`src/core/trim_regs_pkg.sv`:
```
// Constants, field positions and carrier types for the regulator trim bank.
// Assumes a 32-bit byte-addressed register port and a single system clock.
package trim_regs_pkg;

    // Byte addresses of the four trim words and of the unlock key.
    localparam logic [31:0] ADDR_WORD0 = 32'h50018000;
    localparam logic [31:0] ADDR_WORD1 = 32'h50018004;
    localparam logic [31:0] ADDR_WORD2 = 32'h50018008;
    localparam logic [31:0] ADDR_WORD3 = 32'h5001800C;
    localparam logic [31:0] ADDR_UNLOCK = 32'h50018020;

    // Value that opens the trim words to software.
    localparam logic [31:0] UNLOCK_VALUE = 32'h1D155AFE;
    // Number of trim words held.
    localparam int NUM_WORDS = 4;

    // Reset values of the trim words.
    localparam logic [31:0] WORD0_RESET = 32'h8200000A;
    localparam logic [31:0] WORD1_RESET = 32'h40000080;
    localparam logic [31:0] WORD2_RESET = 32'h00000808;
    localparam logic [31:0] WORD3_RESET = 32'h000A0000;

    // Field positions in word 0.
    localparam int HOLD_FIXED_BIT = 31;
    localparam int FIXED_MASK_BIT = 30;
    localparam int FIXED_INJECT_BIT = 29;
    localparam int SKIP_MASK_BIT = 28;
    localparam int SKIP_INJECT_BIT = 27;
    localparam int FAST_GATE_BIT = 26;
    localparam int IGNORE_BYPASS_BIT = 25;
    localparam int CLOCK_DRIVES_BIT = 24;
    localparam int TIMEOUT_IGN_HI = 23;
    localparam int TIMEOUT_IGN_LO = 16;
    localparam int FORCE_MAG_BIT = 15;
    localparam int FORCE_DEMAG_BIT = 14;
    localparam int PAUSE_HI = 13;
    localparam int PAUSE_LO = 10;
    localparam int LOW_OFF_BIT = 9;
    localparam int SEQ_MAG_MASK_BIT = 8;
    localparam int LOW_ON_BIT = 7;
    localparam int HIGH_OFF_BIT = 6;
    localparam int HIGH_ON_BIT = 5;
    localparam int NO_WAIT_HI = 4;
    localparam int NO_WAIT_LO = 1;
    localparam int SEQ_DEMAG_MASK_BIT = 0;

    // Field positions in word 1.
    localparam int SEL_C_LO = 24;
    localparam int ANALOG_B_DIRECT_BIT = 22;
    localparam int ANALOG_B_BUF_BIT = 21;
    localparam int SEL_B_LO = 16;
    localparam int ANALOG_A_DIRECT_BIT = 15;
    localparam int ANALOG_A_BUF_BIT = 14;
    localparam int PROBE_ENABLE_BIT = 13;
    localparam int SEL_A_LO = 8;
    localparam int HOLD_SKIP_BIT = 4;
    localparam int SEL_WIDTH = 5;

    // Field positions in word 2.
    localparam int QUALIFIER_HI = 14;

    // Probe selector codes with a fixed meaning.
    localparam logic [4:0] SEL_A_HIGH_SWITCH = 5'h1E;
    localparam logic [4:0] SEL_A_LOW_SWITCH = 5'h1F;
    localparam logic [4:0] SEL_B_RESET_N = 5'h05;
    localparam logic [4:0] SEL_B_REG_CLK = 5'h06;
    localparam logic [4:0] SEL_B_TIE_HI0 = 5'h1B;
    localparam logic [4:0] SEL_B_TIE_LO0 = 5'h1C;
    localparam logic [4:0] SEL_B_TIE_HI1 = 5'h1D;
    localparam logic [4:0] SEL_B_TIE_LO1 = 5'h1E;
    localparam logic [4:0] SEL_B_TIE_HI2 = 5'h1F;
    localparam logic [4:0] SEL_C_REG_ENABLE = 5'h06;
    localparam logic [4:0] SEL_C_REG_BYPASS = 5'h07;
    localparam logic [4:0] SEL_C_REG_START = 5'h08;
    localparam logic [4:0] SEL_C_TIE_LO = 5'h1E;

    // Internal controller state offered to the digital probe selectors.
    typedef struct packed {
        logic [31:0] probe_a_src;
        logic [31:0] probe_b_src;
        logic [31:0] probe_c_src;
        logic regulator_enable;
        logic regulator_bypass;
        logic regulator_start;
    } regulator_status_s;

endpackage : trim_regs_pkg

```
`src/core/buck_trim_debug_regs.sv`:
```
// Key-protected trim and debug register bank of the step-down regulator.
// Assumes registers are reached over a plain strobe port on clk, and that
// all regulator-side inputs are already synchronous to clk.
//
// Overview of operation
// - Fixed-frequency event mask suppresses, inject adds.
// - Pulse-skip event mask suppresses, inject adds.
// - Hold bits pin regulator in either mode.
// - Gate bit stops main fast clock.
// - Ignore bit blocks bypass stop conditions.
// - Clock override drives both switch enables.
// - Eight bits choose ignored sequencer timeouts.
// - Force bits raise magnetize and demagnetize requests.
// - Four bits choose sequencer pause step.
// - Low switch forced off or on.
// - High switch forced off; on only debug.
// - Mask bits hide requests from sequencer.
// - Four bits skip waiting on switch flags.
// - Enable bit and three selectors drive probes.
// - First probe routes states and switch enables.
// - Second probe routes reset, clock, ties.
// - Third probe routes enable, bypass, start, low.
// - Four bits enable analog probe paths.
// - Third word holds start/stop event qualifiers.
//
// Local design decision: the address-and-strobe port.
`timescale 1ns/1ns
`default_nettype none

module buck_trim_debug_regs
    import trim_regs_pkg::*;
(
    // Clock and reset.
    input wire logic clk,
    input wire logic rst,
    // Register port.
    input wire logic [31:0] addr,
    input wire logic [31:0] wdata,
    input wire logic wr_strobe,
    input wire logic rd_strobe,
    output logic [31:0] rdata,
    // Raw controller events and conditions.
    input wire logic fixed_freq_event_in,
    input wire logic pulse_skip_event_in,
    input wire logic counter_bypass,
    input wire logic comparator_bypass,
    input wire logic debug_mode,
    input wire logic regulator_clk,
    // Sequencer switch drives and requests.
    input wire logic seq_high_switch,
    input wire logic seq_low_switch,
    input wire logic magnetize_request_in,
    input wire logic demagnetize_request_in,
    // Internal state offered to the probes.
    input wire regulator_status_s status,
    // Mode and event outputs to the main state machine.
    output logic hold_fixed_freq_mode,
    output logic hold_pulse_skip_mode,
    output logic to_fixed_freq_event,
    output logic to_pulse_skip_event,
    output logic main_fast_clock_gate,
    output logic bypass_stop_request,
    // Switch drives and sequencer controls.
    output logic high_switch_enable,
    output logic low_switch_enable,
    output logic [7:0] sequencer_timeout_ignore,
    output logic [3:0] sequencer_pause_step,
    output logic [3:0] flag_wait_bypass,
    output logic magnetize_request,
    output logic demagnetize_request,
    output logic sequencer_magnetize_request,
    output logic sequencer_demagnetize_request,
    // Test buses and event qualifiers.
    output logic [2:0] digital_probe,
    output logic [3:0] analog_probe_enable,
    output logic [14:0] event_qualifiers,
    output logic trim_unlocked
);

    // Stored unlock key as last written by software.
    logic [31:0] trim_unlock_key;
    // The four trim words.
    logic [31:0] trim_word [NUM_WORDS];
    // Word reset values, indexed like the words.
    logic [31:0] word_reset [NUM_WORDS];
    // High when the key matches the unlock value.
    logic unlocked;
    // Address falls on one of the trim words.
    logic word_hit;
    // Index of the addressed word.
    logic [1:0] word_index;
    // Next value of the read data.
    logic [31:0] next_rdata;
    // Source vectors of the three probe selectors.
    logic [31:0] probe_src [3];
    // Selector codes of the three probes.
    logic [4:0] probe_sel [3];
    // Merged requests before the sequencer masks.
    logic mag_merged;
    logic demag_merged;
    // Next values of the switch enables.
    logic next_high_switch;
    logic next_low_switch;

    assign word_reset[0] = WORD0_RESET;
    assign word_reset[1] = WORD1_RESET;
    assign word_reset[2] = WORD2_RESET;
    assign word_reset[3] = WORD3_RESET;

    // Decode: word block sits on aligned words from the first word upward.
    assign word_hit = (addr[31:4] == ADDR_WORD0[31:4]) && (addr[1:0] == 2'b00);
    assign word_index = addr[3:2];
    assign unlocked = (trim_unlock_key == UNLOCK_VALUE);

    // The key register always accepts writes so software can lock again.
    always_ff @(posedge clk) begin
        if (rst) begin
            trim_unlock_key <= 32'h00000000;
        end else if (wr_strobe && addr == ADDR_UNLOCK) begin
            trim_unlock_key <= wdata;
        end
    end

    // One storage process per trim word; writes only land while unlocked.
    genvar gw;
    generate
        for (gw = 0; gw < NUM_WORDS; gw++) begin : g_word
            always_ff @(posedge clk) begin
                if (rst) begin
                    trim_word[gw] <= word_reset[gw];
                end else if (wr_strobe && word_hit && unlocked &&
                             word_index == 2'(gw)) begin
                    trim_word[gw] <= wdata;
                end
            end
        end
    endgenerate

    // Read data: words read zero while locked, key reads its lock state.
    always_comb begin
        next_rdata = 32'h00000000;
        if (rd_strobe) begin
            if (word_hit && unlocked) begin
                next_rdata = trim_word[word_index];
            end else if (addr == ADDR_UNLOCK) begin
                next_rdata = {31'h00000000, unlocked};
            end
        end
    end

    // Read data stand for exactly the cycle after the strobe.
    always_ff @(posedge clk) begin
        if (rst) begin
            rdata <= 32'h00000000;
        end else begin
            rdata <= next_rdata;
        end
    end

    // Mode holds, events and the bypass stop request.
    always_ff @(posedge clk) begin
        if (rst) begin
            hold_fixed_freq_mode <= 1'b0;
            hold_pulse_skip_mode <= 1'b0;
            to_fixed_freq_event <= 1'b0;
            to_pulse_skip_event <= 1'b0;
            main_fast_clock_gate <= 1'b0;
            bypass_stop_request <= 1'b0;
        end else begin
            hold_fixed_freq_mode <= trim_word[0][HOLD_FIXED_BIT];
            hold_pulse_skip_mode <= trim_word[1][HOLD_SKIP_BIT];
            // Inject wins over mask so a forced event always appears.
            to_fixed_freq_event <= (fixed_freq_event_in &
                                    ~trim_word[0][FIXED_MASK_BIT]) |
                                   trim_word[0][FIXED_INJECT_BIT];
            to_pulse_skip_event <= (pulse_skip_event_in &
                                    ~trim_word[0][SKIP_MASK_BIT]) |
                                   trim_word[0][SKIP_INJECT_BIT];
            main_fast_clock_gate <= trim_word[0][FAST_GATE_BIT];
            bypass_stop_request <= (counter_bypass | comparator_bypass) &
                                   ~trim_word[0][IGNORE_BYPASS_BIT];
        end
    end

    // Switch enables: clock override, then force on, then force off wins.
    always_comb begin
        next_high_switch = seq_high_switch;
        next_low_switch = seq_low_switch;
        if (trim_word[0][CLOCK_DRIVES_BIT]) begin
            next_high_switch = regulator_clk;
            next_low_switch = regulator_clk;
        end
        if (trim_word[0][LOW_ON_BIT]) begin
            next_low_switch = 1'b1;
        end
        if (trim_word[0][HIGH_ON_BIT] && debug_mode) begin
            next_high_switch = 1'b1;
        end
        // Forcing off is the safe direction, so it has the last word.
        if (trim_word[0][LOW_OFF_BIT]) begin
            next_low_switch = 1'b0;
        end
        if (trim_word[0][HIGH_OFF_BIT]) begin
            next_high_switch = 1'b0;
        end
    end

    // Registered switch enables.
    always_ff @(posedge clk) begin
        if (rst) begin
            high_switch_enable <= 1'b0;
            low_switch_enable <= 1'b0;
        end else begin
            high_switch_enable <= next_high_switch;
            low_switch_enable <= next_low_switch;
        end
    end

    // Requests are forced high first, then masked toward the sequencer.
    assign mag_merged = magnetize_request_in | trim_word[0][FORCE_MAG_BIT];
    assign demag_merged = demagnetize_request_in |
                          trim_word[0][FORCE_DEMAG_BIT];

    // Sequencer controls and requests.
    always_ff @(posedge clk) begin
        if (rst) begin
            sequencer_timeout_ignore <= 8'h00;
            sequencer_pause_step <= 4'h0;
            flag_wait_bypass <= 4'h0;
            magnetize_request <= 1'b0;
            demagnetize_request <= 1'b0;
            sequencer_magnetize_request <= 1'b0;
            sequencer_demagnetize_request <= 1'b0;
        end else begin
            sequencer_timeout_ignore <=
                trim_word[0][TIMEOUT_IGN_HI:TIMEOUT_IGN_LO];
            sequencer_pause_step <= trim_word[0][PAUSE_HI:PAUSE_LO];
            flag_wait_bypass <= trim_word[0][NO_WAIT_HI:NO_WAIT_LO];
            magnetize_request <= mag_merged;
            demagnetize_request <= demag_merged;
            sequencer_magnetize_request <= mag_merged &
                ~trim_word[0][SEQ_MAG_MASK_BIT];
            sequencer_demagnetize_request <= demag_merged &
                ~trim_word[0][SEQ_DEMAG_MASK_BIT];
        end
    end

    // Probe sources: the status vectors with the fixed codes patched in.
    always_comb begin
        probe_src[0] = status.probe_a_src;
        probe_src[0][SEL_A_HIGH_SWITCH] = high_switch_enable;
        probe_src[0][SEL_A_LOW_SWITCH] = low_switch_enable;
        probe_src[1] = status.probe_b_src;
        probe_src[1][SEL_B_RESET_N] = ~rst;
        probe_src[1][SEL_B_REG_CLK] = regulator_clk;
        probe_src[1][SEL_B_TIE_HI0] = 1'b1;
        probe_src[1][SEL_B_TIE_LO0] = 1'b0;
        probe_src[1][SEL_B_TIE_HI1] = 1'b1;
        probe_src[1][SEL_B_TIE_LO1] = 1'b0;
        probe_src[1][SEL_B_TIE_HI2] = 1'b1;
        probe_src[2] = status.probe_c_src;
        probe_src[2][SEL_C_REG_ENABLE] = status.regulator_enable;
        probe_src[2][SEL_C_REG_BYPASS] = status.regulator_bypass;
        probe_src[2][SEL_C_REG_START] = status.regulator_start;
        probe_src[2][SEL_C_TIE_LO] = 1'b0;
    end

    assign probe_sel[0] = trim_word[1][SEL_A_LO +: SEL_WIDTH];
    assign probe_sel[1] = trim_word[1][SEL_B_LO +: SEL_WIDTH];
    assign probe_sel[2] = trim_word[1][SEL_C_LO +: SEL_WIDTH];

    // One selector per probe line; all lines read low while disabled.
    genvar gp;
    generate
        for (gp = 0; gp < 3; gp++) begin : g_probe
            always_ff @(posedge clk) begin
                if (rst) begin
                    digital_probe[gp] <= 1'b0;
                end else begin
                    digital_probe[gp] <= trim_word[1][PROBE_ENABLE_BIT] &
                        probe_src[gp][probe_sel[gp]];
                end
            end
        end
    endgenerate

    // Analog path enables, event qualifiers and the lock status.
    always_ff @(posedge clk) begin
        if (rst) begin
            analog_probe_enable <= 4'h0;
            event_qualifiers <= 15'h0000;
            trim_unlocked <= 1'b0;
        end else begin
            analog_probe_enable <= {trim_word[1][ANALOG_B_DIRECT_BIT],
                                    trim_word[1][ANALOG_B_BUF_BIT],
                                    trim_word[1][ANALOG_A_DIRECT_BIT],
                                    trim_word[1][ANALOG_A_BUF_BIT]};
            event_qualifiers <= trim_word[2][QUALIFIER_HI:0];
            trim_unlocked <= unlocked;
        end
    end
endmodule : buck_trim_debug_regs

`default_nettype wire

```
`config.mk`:
```
export PLATFORM = sky130hd
export DESIGN_NAME = buck_trim_debug_regs
export DESIGN_NICKNAME = d
export VERILOG_FILES = /design/src/core/trim_regs_pkg.sv /design/src/core/buck_trim_debug_regs.sv
export SDC_FILE = /design/constraint.sdc
export NUM_CORES = 1
export LEC_CHECK = 0
export BUFFER_PORTS_ARGS = -buffer_cell sky130_fd_sc_hd__buf_4
export CORE_UTILIZATION = 59
export CTS_BUF_LIST = sky130_fd_sc_hd__clkbuf_2
export DETAILED_ROUTE_END_ITERATION = 8
export GPL_TIMING_DRIVEN = 0
export PLACE_DENSITY_LB_ADDON = 0.2
export SLEW_MARGIN = 20
export SYNTH_ARGS = -nofsm -noshare
export SYNTH_HDL_FRONTEND = slang
export SYNTH_SLANG_ARGS = --single-unit
```
`constraint.sdc`:
```
create_clock -name clk -period 18.4 [get_ports clk]
set_input_delay 4.6 -clock clk [delete_from_list [all_inputs] [get_ports clk]]
set_output_delay 4.6 -clock clk [all_outputs]
set_load 0.03 [all_outputs]
```
## Word level (Yosys, flattened, before mapping)

Memory sizes are Yosys's and may differ from the RTL's. A register that Yosys moved wholly into a read port is not among the register bits.
Cells that the tools add are included.
W data, S select, Z words.

| word-level totals | value |
|---|---|
| memory bits (writable) | 128 |
| output and inout bits | 83 |
| memories | 1 |
| input bits | 177 |
| bits in registers | 100 |
| word-level logic and storage cells | 101 |

| cells by class | value |
|---|---|
| order comparisons | 3 |
| mux-type cells | 30 |
| bitwise operators | 24 |
| reductions and logical operators | 15 |
| equality and inequality tests | 6 |

Memory list:

| memory | depth | width | rd ports | clocked after memory_dff | wr ports | RTL line | source |
|---|---|---|---|---|---|---|---|
| trim_word | 4 | 32 | 4 | 1 | 4 | buck_trim_debug_regs.sv:83 | `logic [31:0] trim_word [NUM_WORDS];` |

Operators with widths:

| cell | count |
|---|---|
| $mux W32 | 5 |
| $eq A32 B29 Y1 const B | 1 |
| $eq A32 B31 Y1 const B | 1 |
| $eq A28 B27 Y1 const B | 1 |
| $mux W1 | 22 |
| $lt A5 B6 Y1 const B | 3 |
| $bmux W1 S5 | 3 |
| $logic_and A1 B1 Y1 | 10 |
| $or A1 B1 Y1 | 9 |
| $and A1 B1 Y1 | 8 |
| $not A1 Y1 | 7 |
| $reduce_or A2 Y1 | 3 |
| $eq A2 B2 Y1 const B | 2 |
| $logic_not A2 Y1 | 2 |
| $eq A2 B1 Y1 const B | 1 |

## Longest topological paths before layout

| depth | value |
|---|---|
| depth after elaboration | 9 |
| gate-level depth with buffers | 8 |
| depth with buffers taken out | 5 |

## Least setup slack after synthesis

Ideal clock, no wire load.

| timing | value |
|---|---|
| path kind | input to register |
| start point | input port addr[13] |
| end point | memory trim_word[1][0] (enable) |
| buffers on the path | 1 |
| library setup time | 0.511 ns |
| arrival | 8.713 ns |
| stages | 5 |
| slack | 9.177 ns |
| cells stage by stage | nor4b_1 -> nand4_1 -> nand4bb_1 -> buf_2 -> o41ai_1 |

RTL lines:

| what | RTL line | source |
|---|---|---|
| start, declared | buck_trim_debug_regs.sv:37 | `input wire logic [31:0] addr,` |
| end, declared | buck_trim_debug_regs.sv:83 |  |

==> qor.txt <==
Status: complete, no violations
Placement Cell Area: 12200 sq um
Power per cell area: 81.8 nW/um^2
WL per Instance: 18.8 microns
Ys async rst share: 0%
Final hold violation count: 0
Power share of the combinational group: 10.7%
Type of element capturing the critical path: register
Register area share after synthesis: 61.9%
Leak: 5.03 nW
RSZ-0062 raised after global routing: no
PortBufs: 245
Req. time, crit path: 18.94 ns
Top cells by area, synth: edfxtp_1, dfxtp_1, mux4_2, and2_1, nor2b_1
Proportion of layout cells with a drive suffix above 1: 37.5%
Post-CTS setup buffer count: 0
CTS resizes: 0
HP Class: register to register
DR iter-0 viols: 426
Largest net degree at the start of global routing: 33
Post-synth EDFFs: 128
Nets: 1239
Hold_buf cts: 0
Gp weighted congestion: 0.862
Area Growth Syn to Fin: 27.5%
Max Cap Violations: 0
Post-layout min period: 6.66 ns
Commonest cells post-synth: edfxtp_1, and2_1, dfxtp_1
Critical Path Start Type: input pin
Core ar.: 16500 sq um
Skew final: 0.0464 ns
Pre-antenna DRT Iters: 5
Top-area cell type share of the netlist area: 38.7%
Worst setup margin: 11.74 ns
Synth Net Count: 928
Area occupied by multi-input gates: 3590 sq um
Top_reg_cell synth: edfxtp_1
Ant diodes: 0
Internal power: 0.771 mW
Detailed Place HPWL: 17.8 mm
Critical path class: input pin to register
Row cnt: 47
Clock Path Buffers: 3
Worst-path clk slew: 0.11 ns
Fill count: 1117
CTS tree: yes
Number of buffers created by CTS: 55
Clk_lat worst skew: 0.82 ns
Worst slew pin tran: 1.05 ns
Ys Warns: 0
Seq cells post-synth: 243
Post-DRT Antenna Nets: 0
Place WS: 10.91 ns
Netlist Area Pre-Place: 9930 sq um
Post-route cell area: 12700 sq um
Die X: 132 microns
Crit Path Max Fanout: 9
NetSw: 0.266 mW
Clock Sinks: 243
Post-synth top area cell: edfxtp_1
Vias: 7269
Worst VDD drop: 0.0000488 V
Starting Density: 60.1%
Critical Path AT: 7.20 ns
Fin crit share: 36.2%
Max Clk Rate: 150 MHz
GRT Util Overall: 29.1%
DRC Markers: 0
Most frequent cell after synthesis: edfxtp_1
Initial antenna violation count: 0
Clk pwr share: 31.6%
Routed WL: 25.0 mm
Vias per cell: 5.47
Clock H-tree levels: 2
# setup viols final: 0
Vias in the first global route: 7324
First-pass GRT wire length: 38.3 mm
Max-slew violations: 0
Slew Limit Headroom: 30.0%
Netlist cell types: 47
Setup TNS Final: 0 ns
Gate Count Post-Synth: 751
Die Y: 132 microns
Sequential cell area: 6150 sq um
Ports: 260
GR Overflow Total: 0
Sequential Power Share: 57.7%
Root Buffer Master: clkbuf_2
Post-synthesis area per instance: 13.2 sq um
Switching part of the total: 25.6%
DIE AREA: 17400 sq um
worst max-delay path, cell delays in order:
cell and delay, ns:
buf_4 0.11, nor4b_1 0.38, nand4_1 0.29, nand4bb_1 0.25, buf_2 0.22, o41ai_2 0.65
buf_2 0.35, buf_4 0.20, buf_4 0.15
kinds of logic after synthesis:
| logic type | share of synthesized area, % |
|---|---|
| buf+inv | 2.24 |
| mux | 12.3 |
| compound gates | 3.59 |
| simple gates | 20.0 |
| flops | 61.9 |
stage by stage:
stage                     cells  utilization, %  power, mW  hold slack (ns)
after floorplan             751               -      0.663            0.414
after global placement     1216            72.9      0.717            0.425
after detailed placement   1225            73.6      0.721            0.441
after CTS                  1328            76.6       1.04            0.458
after global routing       1328            76.6       1.07            0.470
final                      1328            76.6       1.04            0.455
flip-flops by register name, indices dropped and copies added (netlist names), 3 cells and up:
| signal | flops |
|---|---|
| trim_word | 128 |
| sequencer_timeout_ignore | 8 |
| flag_wait_bypass | 4 |
| analog_probe_enable | 4 |
| event_qualifiers | 15 |
| digital_probe | 3 |
| sequencer_pause_step | 4 |
| trim_unlock_key | 32 |
| rdata | 32 |
power groups by stage:
stage | clock network (mW) | registers [mW] | logic (mW)
global placement | 0 | 0.610 | 0.107
finish | 0.328 | 0.598 | 0.111
floorplan | 0 | 0.620 | 0.0439
detailed placement | 0 | 0.610 | 0.111
global route | 0.356 | 0.600 | 0.118
CTS | 0.331 | 0.598 | 0.111
placed cells by master, fill, tap and decap left out, types with 7 or more instances in the layout:
cell type	Yosys	layout
and2_1	118	118
clkbuf_1	39	39
nand2b_1	13	13
nand2_1	68	68
a21oi_1	37	37
dfxtp_1	115	115
edfxtp_1	128	128
nor2_1	18	18
nor2b_2	10	10
nor2b_1	66	66
buf_4	0	249
mux4_2	49	49
nor3_1	7	7
clkbuf_2	0	85
clkinv_1	0	14
mux2i_1	11	11
metal layers:
layer,part of all wire [%],GRT usage [%],vias up
met5,0,0,-
met4,2.0,9.11,0
met2,49,48.0,416
li1,-,-,3331
met3,9.7,7.77,38
met1,40,37.7,3484
cell type report:
class	instances	share of cell area [%]
multi-input combinational	455	28.3
timing repair buffer	254	15.3
clock buffer	85	3.36
inverter	5	0.148
buffer	48	1.61
tap	220	2.17
clock inverter	18	0.573
sequential	243	48.5
final timing paths:
| path | startpoint | end | slack (ns) | depth (start not counted) |
|---|---|---|---|---|
| setup / recovery | addr[21] | trim_word[1][4] | 11.74 | 9 |
| setup reg to reg | trim_unlock_key[23] | trim_word[1][4] | 15.13 | 8 |
| hold / removal | trim_unlock_key[25] | trim_unlock_key[25] | 0.45 | 2 |
| hold reg to reg | trim_unlock_key[25] | trim_unlock_key[25] | 0.45 | 2 |
(Power assumes the default switching activity.)
